$ cat src/design/ewcs_consts.svh
/*
 * Timing counts and sizes for the bit-serial EEPROM host controller.
 * Assumes a 100 MHz system clock; every count except EWCS_SYNC_CYC is derived from a time in ns or us.
 */
`ifndef EWCS_CONSTS_SVH
`define EWCS_CONSTS_SVH

`define EWCS_CLK_NS        10
`define EWCS_T_WES_NS      25
`define EWCS_T_LOW_NS      50
`define EWCS_T_HIGH_NS     50
`define EWCS_T_ACC_NS      25
`define EWCS_SYNC_CYC      3
`define EWCS_WES_CYC       ((`EWCS_T_WES_NS + `EWCS_CLK_NS - 1) / `EWCS_CLK_NS)
`define EWCS_WLOW_CYC      ((`EWCS_T_LOW_NS + `EWCS_CLK_NS - 1) / `EWCS_CLK_NS)
`define EWCS_HIGH_CYC      ((`EWCS_T_HIGH_NS + `EWCS_CLK_NS - 1) / `EWCS_CLK_NS)
`define EWCS_ACC_CYC       ((`EWCS_T_ACC_NS + `EWCS_CLK_NS - 1) / `EWCS_CLK_NS)
`define EWCS_RLOW_CYC      (`EWCS_ACC_CYC + `EWCS_SYNC_CYC + 1)
`define EWCS_NV_TMO_US     10000
`define EWCS_NV_TMO_CYC    (`EWCS_NV_TMO_US * 1000 / `EWCS_CLK_NS)
`define EWCS_PAGE_BYTES    64
`define EWCS_ADDR_BITS     16
`define EWCS_BYTE_BITS     8

`endif

$ cat src/design/ewcs_pkg.sv
/*
 * Types shared by the EEPROM host controller modules.
 * Assumes nothing of its surroundings.
 */
package ewcs_pkg;

    typedef enum logic [1:0] {
        CMD_RESET = 2'h0,
        CMD_READ  = 2'h1,
        CMD_WRITE = 2'h2,
        CMD_POLL  = 2'h3
    } ewcs_cmd_t;

    typedef enum logic [3:0] {
        S_IDLE = 4'h0,
        S_RST0 = 4'h1,
        S_RST1 = 4'h3,
        S_RST2 = 4'h2,
        S_ADDR = 4'h6,
        S_DATA = 4'h7,
        S_CM0  = 4'h5,
        S_CM1  = 4'h4,
        S_CM2  = 4'hC,
        S_POLL = 4'hD,
        S_DONE = 4'hF,
        S_RDAT = 4'hE,
        S_STBY = 4'hA
    } ewcs_seq_t;

    typedef enum logic [1:0] {
        E_IDLE = 2'h0,
        E_SET  = 2'h1,
        E_LOW  = 2'h3,
        E_HIGH = 2'h2
    } ewcs_eng_t;

endpackage

$ cat src/design/ewcs_cyc_if.sv
/*
 * Link between the sequencer and the single bus cycle engine.
 * Assumes both ends run on the same clock.
 */
`timescale 1ns/1ns
`default_nettype none
interface ewcs_cyc_if;
    logic req;
    logic wr;
    logic wbit;
    logic ready;
    logic done;
    logic rbit;
    logic io_lvl;
    logic ce_n;
    logic oe_n;
    logic we_n;
    logic io_o;
    logic io_oe;

    modport seq (output req, wr, wbit, io_lvl,
                 input  ready, done, rbit, ce_n, oe_n, we_n, io_o, io_oe);
    modport eng (input  req, wr, wbit, io_lvl,
                 output ready, done, rbit, ce_n, oe_n, we_n, io_o, io_oe);
endinterface
`default_nettype wire

$ cat src/design/ewcs_cycle.sv
/*
 * Runs one bus read or write cycle on the select, enable and data pins.
 * Assumes the data level arrives already synchronised on io_lvl.
 */
`include "ewcs_consts.svh"
`timescale 1ns/1ns
`default_nettype none
module ewcs_cycle
    import ewcs_pkg::*;
(
    input  wire logic i_clk,
    input  wire logic i_rst_n,
    ewcs_cyc_if.eng   cyc
);
    ewcs_eng_t  st_q, st_d;
    logic [3:0] cnt_q, cnt_d;
    logic       ce_n_q, ce_n_d, oe_n_q, oe_n_d, we_n_q, we_n_d;
    logic       io_q, io_d, io_oe_q, io_oe_d, rbit_q, rbit_d, done_q, done_d, wr_q, wr_d;
    wire        cnt_zero = (cnt_q == 4'h0);

    assign cyc.ready = (st_q == E_IDLE);
    assign cyc.done  = done_q;
    assign cyc.rbit  = rbit_q;
    assign cyc.ce_n  = ce_n_q;
    assign cyc.oe_n  = oe_n_q;
    assign cyc.we_n  = we_n_q;
    assign cyc.io_o  = io_q;
    assign cyc.io_oe = io_oe_q;

    always_comb begin
        st_d    = st_q;
        cnt_d   = cnt_zero ? cnt_q : cnt_q - 4'h1;
        ce_n_d  = ce_n_q;
        oe_n_d  = oe_n_q;
        we_n_d  = we_n_q;
        io_d    = io_q;
        io_oe_d = io_oe_q;
        rbit_d  = rbit_q;
        wr_d    = wr_q;
        done_d  = 1'b0;
        unique case (st_q)
            E_IDLE: begin
                if (cyc.req) begin
                    wr_d    = cyc.wr;
                    io_d    = cyc.wbit;
                    io_oe_d = cyc.wr;
                    we_n_d  = !cyc.wr;
                    oe_n_d  = cyc.wr;
                    cnt_d   = 4'(`EWCS_WES_CYC - 1);
                    st_d    = E_SET;
                end
            end
            E_SET: begin
                if (cnt_zero) begin
                    ce_n_d = 1'b0;
                    cnt_d  = wr_q ? 4'(`EWCS_WLOW_CYC - 1) : 4'(`EWCS_RLOW_CYC - 1);
                    st_d   = E_LOW;
                end
            end
            E_LOW: begin
                if (cnt_zero) begin
                    // Select and write enable rise together so the device latches the bit.
                    ce_n_d = 1'b1;
                    we_n_d = 1'b1;
                    oe_n_d = 1'b1;
                    rbit_d = wr_q ? rbit_q : cyc.io_lvl;
                    cnt_d  = 4'(`EWCS_HIGH_CYC - 1);
                    st_d   = E_HIGH;
                end
            end
            E_HIGH: begin
                if (cnt_zero) begin
                    io_oe_d = 1'b0;
                    done_d  = 1'b1;
                    st_d    = E_IDLE;
                end
            end
            default: st_d = E_IDLE;
        endcase
    end

    always_ff @(posedge i_clk or negedge i_rst_n) begin
        if (!i_rst_n) begin
            st_q <= E_IDLE;
            cnt_q <= 4'h0;
            {ce_n_q, oe_n_q, we_n_q} <= 3'h7;
            {io_q, io_oe_q, rbit_q, done_q, wr_q} <= 5'h00;
        end else begin
            st_q <= st_d;
            cnt_q <= cnt_d;
            {ce_n_q, oe_n_q, we_n_q} <= {ce_n_d, oe_n_d, we_n_d};
            {io_q, io_oe_q, rbit_q, done_q, wr_q} <= {io_d, io_oe_d, rbit_d, done_d, wr_d};
        end
    end
endmodule
`default_nettype wire

$ cat src/design/ewcs_host.sv
/*
 * Host controller for a bit-serial EEPROM on a memory-style bus: reset,
 * addressed read, page write with commit and status polling.
 * Assumes the device pins are wired directly and the data pin is resolved outside.
 */
`include "ewcs_consts.svh"
`timescale 1ns/1ns
`default_nettype none
module ewcs_host
    import ewcs_pkg::*;
#(
    parameter int unsigned P_NV_TIMEOUT_CYC = `EWCS_NV_TMO_CYC
) (
    input  wire logic       I_SYS_CLK,
    input  wire logic       I_RST_N,
    input  wire logic       I_CMD_VALID,
    output logic            O_CMD_READY,
    input  wire ewcs_cmd_t  I_CMD,
    input  wire logic [15:0] I_ADDR,
    input  wire logic [6:0] I_LEN,
    input  wire logic       I_WR_VALID,
    output logic            O_WR_READY,
    input  wire logic [7:0] I_WR_DATA,
    output logic            O_RD_VALID,
    output logic [7:0]      O_RD_DATA,
    output logic            O_BUSY,
    output logic            O_DONE,
    output logic            O_NV_DONE,
    output logic            O_TIMEOUT,
    output logic            O_CE_N,
    output logic            O_OE_N,
    output logic            O_WE_N,
    output logic            O_WP_N,
    output logic            O_IO,
    output logic            O_IO_OE,
    input  wire logic       I_IO
);
    logic        rst_s1_q, rst_n_q;
    logic        io_s1_q, io_s2_q, io_s3_q, io_lvl_q;
    ewcs_seq_t   st_q, st_d;
    ewcs_cmd_t   op_q, op_d;
    logic [15:0] sh_q, sh_d;
    logic [3:0]  bit_q, bit_d;
    logic [6:0]  byte_q, byte_d;
    logic [31:0] tmr_q, tmr_d;
    logic        pend_q, pend_d, have_q, have_d, single_q, single_d;
    logic        rdv_q, rdv_d, done_q, done_d, nvok_q, nvok_d, tmo_q, tmo_d, wp_q;
    logic [7:0]  rdd_q, rdd_d;
    ewcs_cyc_if  cyc ();

    // Reset release and three-stage data pin synchroniser.
    always_ff @(posedge I_SYS_CLK or negedge I_RST_N) begin
        if (!I_RST_N) begin
            {rst_s1_q, rst_n_q} <= 2'h0;
        end else begin
            {rst_s1_q, rst_n_q} <= {1'b1, rst_s1_q};
        end
    end

    always_ff @(posedge I_SYS_CLK or negedge rst_n_q) begin
        if (!rst_n_q) begin
            {io_s1_q, io_s2_q, io_s3_q, io_lvl_q} <= 4'hF;
        end else begin
            {io_s1_q, io_s2_q, io_s3_q} <= {I_IO, io_s1_q, io_s2_q};
            io_lvl_q <= (io_s2_q == io_s3_q) ? io_s3_q : io_lvl_q;
        end
    end

    ewcs_cycle u_cycle (
        .i_clk   (I_SYS_CLK),
        .i_rst_n (rst_n_q),
        .cyc     (cyc.eng)
    );

    wire is_wr_st   = (st_q == S_RST1) || (st_q == S_ADDR) || (st_q == S_DATA) ||
                      (st_q == S_STBY) || (st_q == S_CM1);
    wire active     = (st_q != S_IDLE) && (st_q != S_DONE);
    wire data_wait  = (st_q == S_DATA) && !have_q;
    wire issue      = active && !pend_q && !data_wait;
    wire accept     = issue && cyc.ready;
    wire bit_zero   = (bit_q == 4'h0);
    wire last_byte  = (byte_q == 7'h01);
    wire tmo_hit    = (tmr_q >= P_NV_TIMEOUT_CYC);
    wire [6:0] len1 = (I_LEN == 7'h00) ? 7'h01 : I_LEN;
    // Host never loads more than one page, so the device counter never wraps over data.
    wire [6:0] wlen = (len1 > 7'(`EWCS_PAGE_BYTES)) ? 7'(`EWCS_PAGE_BYTES) : len1;
    // Reset cycle carries zero; standby and commit writes carry one.
    wire wbit_sel   = (st_q == S_RST1) ? 1'b0 :
                      ((st_q == S_ADDR) || (st_q == S_DATA)) ? sh_q[15] : 1'b1;

    assign cyc.req     = issue;
    assign cyc.wr      = is_wr_st;
    assign cyc.wbit    = wbit_sel;
    assign cyc.io_lvl  = io_lvl_q;
    assign O_CMD_READY = (st_q == S_IDLE);
    assign O_WR_READY  = data_wait;
    assign O_BUSY      = (st_q != S_IDLE);
    assign O_RD_VALID  = rdv_q;
    assign O_RD_DATA   = rdd_q;
    assign O_DONE      = done_q;
    assign O_NV_DONE   = nvok_q;
    assign O_TIMEOUT   = tmo_q;
    assign O_CE_N      = cyc.ce_n;
    assign O_OE_N      = cyc.oe_n;
    assign O_WE_N      = cyc.we_n;
    assign O_IO        = cyc.io_o;
    assign O_IO_OE     = cyc.io_oe;
    assign O_WP_N      = wp_q;

    always_comb begin
        st_d     = st_q;
        op_d     = op_q;
        sh_d     = sh_q;
        bit_d    = bit_q;
        byte_d   = byte_q;
        tmr_d    = (st_q == S_POLL) ? tmr_q + 32'h0000_0001 : 32'h0000_0000;
        pend_d   = accept ? 1'b1 : (cyc.done ? 1'b0 : pend_q);
        have_d   = have_q;
        single_d = single_q;
        rdv_d    = 1'b0;
        rdd_d    = rdd_q;
        done_d   = 1'b0;
        nvok_d   = nvok_q;
        tmo_d    = tmo_q;
        if (data_wait && I_WR_VALID) begin
            sh_d[15:8] = I_WR_DATA;
            have_d     = 1'b1;
        end
        unique case (st_q)
            S_IDLE: begin
                if (I_CMD_VALID) begin
                    op_d     = I_CMD;
                    sh_d     = I_ADDR;
                    byte_d   = (I_CMD == CMD_WRITE) ? wlen : len1;
                    single_d = (I_CMD == CMD_POLL);
                    nvok_d   = 1'b0;
                    tmo_d    = 1'b0;
                    // A lone status poll needs no reset and is valid at any time.
                    st_d     = (I_CMD == CMD_POLL) ? S_POLL : S_RST0;
                end
            end
            S_RST0: if (cyc.done) st_d = S_RST1;
            S_RST1: if (cyc.done) st_d = S_RST2;
            S_RST2: begin
                if (cyc.done) begin
                    // Every read or write opens with the reset sequence.
                    bit_d = 4'(`EWCS_ADDR_BITS - 1);
                    st_d  = (op_q == CMD_RESET) ? S_DONE : S_ADDR;
                end
            end
            S_ADDR: begin
                if (cyc.done) begin
                    // Address bits go MSB first with no read in between.
                    sh_d  = {sh_q[14:0], 1'b0};
                    bit_d = bit_q - 4'h1;
                    if (bit_zero) begin
                        bit_d  = 4'(`EWCS_BYTE_BITS - 1);
                        have_d = 1'b0;
                        st_d   = (op_q == CMD_WRITE) ? S_DATA : S_RDAT;
                    end
                end
            end
            S_DATA: begin
                if (cyc.done) begin
                    // Only whole bytes are sent before the commit; stalls keep select high.
                    sh_d  = {sh_q[14:0], 1'b0};
                    bit_d = bit_q - 4'h1;
                    if (bit_zero) begin
                        bit_d  = 4'(`EWCS_BYTE_BITS - 1);
                        have_d = 1'b0;
                        byte_d = byte_q - 7'h01;
                        st_d   = last_byte ? S_CM0 : S_DATA;
                    end
                end
            end
            S_RDAT: begin
                if (cyc.done) begin
                    // Reads continue straight into the next byte while the device stays active.
                    sh_d  = {sh_q[14:0], cyc.rbit};
                    bit_d = bit_q - 4'h1;
                    if (bit_zero) begin
                        bit_d  = 4'(`EWCS_BYTE_BITS - 1);
                        rdd_d  = {sh_q[6:0], cyc.rbit};
                        rdv_d  = 1'b1;
                        byte_d = byte_q - 7'h01;
                        st_d   = last_byte ? S_STBY : S_RDAT;
                    end
                end
            end
            S_STBY: if (cyc.done) st_d = S_DONE;
            S_CM0:  if (cyc.done) st_d = S_CM1;
            S_CM1:  if (cyc.done) st_d = S_CM2;
            S_CM2:  if (cyc.done) st_d = S_POLL;
            S_POLL: begin
                if (cyc.done) begin
                    // Data line low means busy, high means the write is over.
                    nvok_d = cyc.rbit;
                    if (cyc.rbit || single_q) begin
                        st_d = S_DONE;
                    end else if (tmo_hit) begin
                        tmo_d = 1'b1;
                        st_d  = S_DONE;
                    end
                end
            end
            S_DONE: begin
                done_d = 1'b1;
                st_d   = S_IDLE;
            end
            default: st_d = S_IDLE;
        endcase
    end

    always_ff @(posedge I_SYS_CLK or negedge rst_n_q) begin
        if (!rst_n_q) begin
            st_q <= S_IDLE;
            op_q <= CMD_RESET;
            sh_q <= 16'h0000;
            {bit_q, byte_q} <= 11'h000;
            tmr_q <= 32'h0000_0000;
            {pend_q, have_q, single_q, rdv_q, done_q, nvok_q, tmo_q} <= 7'h00;
            rdd_q <= 8'h00;
            wp_q <= 1'b0;
        end else begin
            st_q <= st_d;
            op_q <= op_d;
            sh_q <= sh_d;
            {bit_q, byte_q} <= {bit_d, byte_d};
            tmr_q <= tmr_d;
            {pend_q, have_q, single_q, rdv_q, done_q, nvok_q, tmo_q} <=
                {pend_d, have_d, single_d, rdv_d, done_d, nvok_d, tmo_d};
            rdd_q <= rdd_d;
            // Protect stays low except during a page write.
            wp_q <= (op_d == CMD_WRITE) && (st_d != S_IDLE);
        end
    end
endmodule
`default_nettype wire

$ cat config.mk
export PLATFORM = sky130hd
export DESIGN_NAME = ewcs_host
export DESIGN_NICKNAME = d
export VERILOG_FILES = /design/src/design/ewcs_pkg.sv /design/src/design/ewcs_cyc_if.sv /design/src/design/ewcs_cycle.sv /design/src/design/ewcs_host.sv
export VERILOG_INCLUDE_DIRS = /design/src /design/src/design
export SDC_FILE = /design/constraint.sdc
export NUM_CORES = 1
export LEC_CHECK = 0
export BUFFER_PORTS_ARGS = -buffer_cell sky130_fd_sc_hd__buf_4
export CORE_ASPECT_RATIO = 0.75
export CORE_MARGIN = 4
export CORE_UTILIZATION = 45
export CTS_CLUSTER_DIAMETER = 120
export DETAILED_ROUTE_END_ITERATION = 10
export HOLD_SLACK_MARGIN = 0.06
export PLACE_DENSITY = 0.73
export SLEW_MARGIN = 30
export SYNTH_ARGS = -nofsm -noshare
export SYNTH_HDL_FRONTEND = slang
export SYNTH_SLANG_ARGS = --single-unit
$ cat constraint.sdc
create_clock -name I_SYS_CLK -period 8.1 [get_ports I_SYS_CLK]
set_clock_uncertainty 0.1 [all_clocks]
set_input_delay 0.81 -clock I_SYS_CLK [delete_from_list [all_inputs] [get_ports I_SYS_CLK]]
set_output_delay 0.81 -clock I_SYS_CLK [all_outputs]
set_load 0.005 [all_outputs]
# Word level (Yosys, flattened, before mapping)
# Cells that the tools add are included.
# word_totals
ff_bits	101
out_inout_bits	21
# classes
addsub	4
magnitude_cmp	2
n_eq_ne	36
n_mux	82
bitwise_logic	1
reduce_logical	49
# ops
cell	count
4-bit two-way mux	27
16-bit two-way mux	3
16-bit one-hot mux with 3 select lines	1
4-bit one-hot mux with 12 select lines	1
7-bit two-way mux	6
32-bit by 1-bit adder with 32-bit output, second input constant	1
32-bit by 20-bit >= comparator with 1-bit output, second input constant	1
32-bit two-way mux	1
1-bit two-way mux	23
2-bit by 1-bit != test with 1-bit output, second input constant	11
3-bit AND reduction	7
4-bit == test, second input constant	5
4-bit by 3-bit == test with 1-bit output, second input constant	4
2-bit two-way mux	8
7-bit one-hot mux with 2 select lines	1
2-bit nonzero test	7
2-bit == test, second input constant	6
4-bit zero test	3
1-bit one-hot mux with 2 select lines	6
4-bit one-hot mux with 3 select lines	1
4-bit AND reduction	3
4-bit by 2-bit == test with 1-bit output, second input constant	2
8-bit two-way mux	1
2-bit one-hot mux with 4 select lines	1
other kinds (23)	44

# Depth between registers and ports, before layout
# depth
ltp_word	8
mapped_depth	8
depth_no_buf	7

# Hierarchy
# A second synthesis with hierarchy kept.
# hier_totals
hier_cells	527
hier_area_um2	5049.8
# modules_own_cells
module	instances	cells_each	area_each_um2	seq_area_each_um2
ewcs_host	1	465	4369.2	2182.1
ewcs_cycle	1	62	680.7	354.1

# Least setup slack after synthesis
# No wires, ideal clock.
# synth_path
kind	input -> register
from	in I_CMD_VALID
to	reg byte_q[5]
setup_ns	0.121
arrival_time_ns	1.902
required_time_ns	7.879
setup_slack_ns	5.977
stages	6
path_buffers	1
path_cell_list	nand2b_1 > or4_1 > clkbuf_1 > o21ai_0 > o21ai_0 > a22o_1
# synth_between
elab_chain_cells	2
# synth_lines
item	line	source
start: declaration	ewcs_host.sv:16	input wire logic I_CMD_VALID,
2-bit != test (no line)	--	
4-bit AND reduction (no line)	--	
end signal: assignment	ewcs_host.sv:228	{bit_q, byte_q} <= {bit_d, byte_d};
end: declaration	ewcs_host.sv:44	logic [6:0] byte_q, byte_d;
# No other way between the ends.
# A chain may end at the register's enable or synchronous reset.

# Worst setup path in the final report
# layout_path
from	reg st_q[2]
to	out O_WR_READY
# layout_between
elab_chain_cells	2
# layout_lines
item	line	source
start: declaration	ewcs_host.sv:40	ewcs_seq_t st_q, st_d;
start signal: assignment	ewcs_host.sv:225	st_q <= st_d;
4-bit by 3-bit == test with 1-bit output	ewcs_host.sv:78	wire data_wait = (st_q == S_DATA) && !have_q;
1-bit logical AND	ewcs_host.sv:78	
end: declaration	ewcs_host.sv:22	output logic O_WR_READY,
# No other way between the ends.

==> metrics.md <==
| Metric | Value |
|---|---|
| Outcome | `finished clean` |
| Die width | `131 um` |
| Period minus WS final | `2.85 ns` |
| Worst r2r src | `st_q[2]` |
| CP Launch Point | `st_q[2]` |
| Remaining global-route overflow | `0` |
| CTS buffer count | `9` |
| Fill count | `1000` |
| CTS Root Cell | `clkbuf_16` |
| Post-Synthesis Cells | `525` |
| Layout cells sized above 1 | `0.178` |
| Highest clock rate | `350 MHz` |
| Fin area | `5890 um2` |
| DIE AREA | `13000 um2` |
| Setup crit end | `O_WR_READY` |
| Yosys warns | `0` |
| Pwr Density | `254 nW/um2` |
| Worst R2R Setup Slack | `5.35 ns` |
| DR iter-0 viols | `274` |
| All-Layer GR Usage | `0.177` |
| Synth-to-Final Area Change | `16.3%` |
| Setup crit end kind | `primary output` |
| Number of post-CTS setup repair buffers | `0` |
| CP max-delay cell | `dfrtp_1` |
| Vias in the first global route | `3833` |
| Worst-path cell chain | `nand2b_1 > nor3_1 > buf_4` |
| Crit start category | `flip-flop` |
| Syn nets | `570` |
| Max clock buf depth | `2` |
| Post-place instance area | `5590 um2` |
| CTS tree | `done` |
| Critical path arrival | `1.94 ns` |
| Initial antenna violation count | `0` |
| Worst-Margin Slew | `0.930 ns` |
| RSZ-0062 raised after global routing | `false` |
| Top FF cell, synth | `dfrtp_1` |
| DRT Pass-1 Iters | `5` |
| Clock Latency Late Sink | `0.34 ns` |
| Cells after DPL | `697` |
| Max-cap violations | `0` |
| WL final | `11.2 mm` |
| Drc violations | `0` |
| Main area contributors after synthesis | `dfrtp_1 46%, xor2_1 4.0%, nor2_1 3.9%, o21ai_0 3.8%, dfstp_2 3.6%` |
| Nets | `613` |
| Capturing point of the worst reg2reg path | `byte_q[6]` |
| Post-Syn Area per Cell | `9.65 um2` |
| Period utilization | `0.352` |
| Min-Delay Path Class | `flip-flop to async pin` |
| Post-synthesis register bit count | `101` |
| Seq/Total Area, Yosys | `0.500` |
| Vias | `3970` |
| Final setup vio count | `0` |
| Worst-path clk slew | `0.07 ns` |
| Routed Antenna Nets | `0` |
| Post-synth EDFFs | `0` |
| Final core utilization | `0.536` |
| Headroom to the max-slew limit | `0.375` |
| I/O Buffers | `58` |
| R2r worst-path depth | `4` |
| CTS Sinks | `101` |
| VDD IR max | `0.135 mV` |
| Leak pwr | `0.00254 uW` |
| Starting Density | `0.461` |
| Cell Rows | `33` |
| Wire length per cell | `15.7 um` |
| Crit-path max FO | `27` |
| Final HPWL DP | `7.81 mm` |
| Vias per cell | `5.57` |
| CTS resizes | `0` |
| CP required | `7.19 ns` |
| Register area | `2540 um2` |
| Post-synth ARST share | `1.00` |
| Cell accounting for the most synthesized area | `dfrtp_1` |
| Cell area after synthesis | `5070 um2` |
| Setup CP Type | `flip-flop to primary output` |
| CP max stage delay | `0.83 ns` |
| Final instance count without filler cells | `713` |
| Post-route setup TNS | `0 ns` |
| Unique masters post-synth | `60` |
| H-Tree Depth | `3` |
| Final hold violations | `0` |
| Multi-input logic area | `2320 um2` |
| Wire length of the first global-routing pass | `18.6 mm` |
| Core footprint | `11000 um2` |
| Yosys top cell area share | `0.464` |
| Antenna diodes | `0` |
| Cts-stage hold buffer count | `0` |
| DIE HEIGHT | `99.9 um` |
| IO Pins | `59` |
| Gp weighted congestion | `0.851` |
| Fin. max-slew vios | `0` |
| Pin count of the biggest net entering global routing | `88` |
## cell usage after synthesis, types with 8 or more instances
| cell | n |
|---|---|
| a21oi_1 | 12 |
| a22oi_1 | 18 |
| buf_2 | 11 |
| clkbuf_1 | 12 |
| dfrtp_1 | 94 |
| inv_1 | 27 |
| mux2_2 | 9 |
| mux2i_1 | 8 |
| nand2_1 | 43 |
| nand3_1 | 23 |
| nand4_1 | 10 |
| nor2_1 | 53 |
| nor3_1 | 18 |
| o21ai_0 | 38 |
| or3_1 | 8 |
| xnor2_1 | 9 |
| xor2_1 | 23 |
## sequential cells by signal, indices dropped and copies added, names as in the netlist, 4 cells and up
signal / cells
O_RD_DATA: 8
sh_q: 16
bit_q: 4
tmr_q: 32
u_cycle.cnt_q: 4
st_q: 4
byte_q: 7
## kinds of logic after synthesis
group,synth area share
and+or+nand+nor,0.209
AOI/OAI and AO/OA,0.136
other,0.000740
buffers and inverters,0.0435
adders and majority gates,0.0193
DFF,0.500
muxes,0.0358
xor gates and xnor gates,0.0553
## stage by stage
stage	power, uW	setup slack [ns]	hold WS (ns)
after floorplan	945	4.99	0.231
after global placement	1040	5.63	0.0596
after detailed placement	1060	5.44	0.0656
after CTS	1510	5.26	0.0710
after global routing	1590	5.07	0.0838
final	1500	5.25	0.0650
## cells in the final DEF, fill, tap and decap left out, types with 3 or more instances in the layout
cell       count
dfrtp_1       93
buf_4         59
nor2_1        53
nand2_1       43
o21ai_0       38
inv_1         27
nand3_1       23
xor2_1        23
nor3_1        18
a22oi_1       18
a21oi_1       12
nand4_1       10
xnor2_1        9
mux2_2         9
clkbuf_16      9
mux2i_1        8
and3_1         7
nor2b_1        7
or3_1          7
ha_1           7
dfstp_2        7
nand2b_1       6
nor4_1         6
a31oi_1        5
and2_1         4
and4_1         4
o21a_1         4
nor3b_1        3
or4_1          3
o311ai_0       3
## worst max-delay path, delay by kind of cell, from the launching register on
family,cells,cell delay (ns)
buffers and inverters,1,0.18
DFF,1,0.83
and+or+nand+nor,2,0.59
## where the power goes
part | switching (uW) | internal (uW) | total, uW
combinational | 168 | 155 | 323
sequential | 119 | 617 | 736
clock | 186 | 251 | 437
total | 473 | 1020 | 1500
## worst min-delay path by stage
stage / cells after the start / slack [ns] / endpoint
after CTS: 0 / 0.07 / tmr_q[26]
after floorplan: 0 / 0.23 / rst_n_q
after global routing: 0 / 0.08 / tmr_q[23]
after detailed placement: 0 / 0.07 / tmr_q[23]
after global placement: 0 / 0.06 / tmr_q[23]
final: 0 / 0.06 / tmr_q[23]
## final cells by class
| cell class | count | area share |
|---|---|---|
| clock buffer | 12 | 0.0418 |
| clock inverter | 4 | 0.00956 |
| inverter | 27 | 0.0172 |
| multi-input combinational | 369 | 0.394 |
| sequential | 101 | 0.431 |
| tap | 140 | 0.0297 |
| timing repair buffer | 60 | 0.0771 |
## per-layer routing
layer,part of all wire,vias up,GRT usage
met3,0.054,10,0.0431
met4,0.014,0,0.0553
met5,0,-,0
li1,-,1932,-
met1,0.47,1930,0.253
met2,0.46,98,0.269
Power figures use the tool's default switching activity.
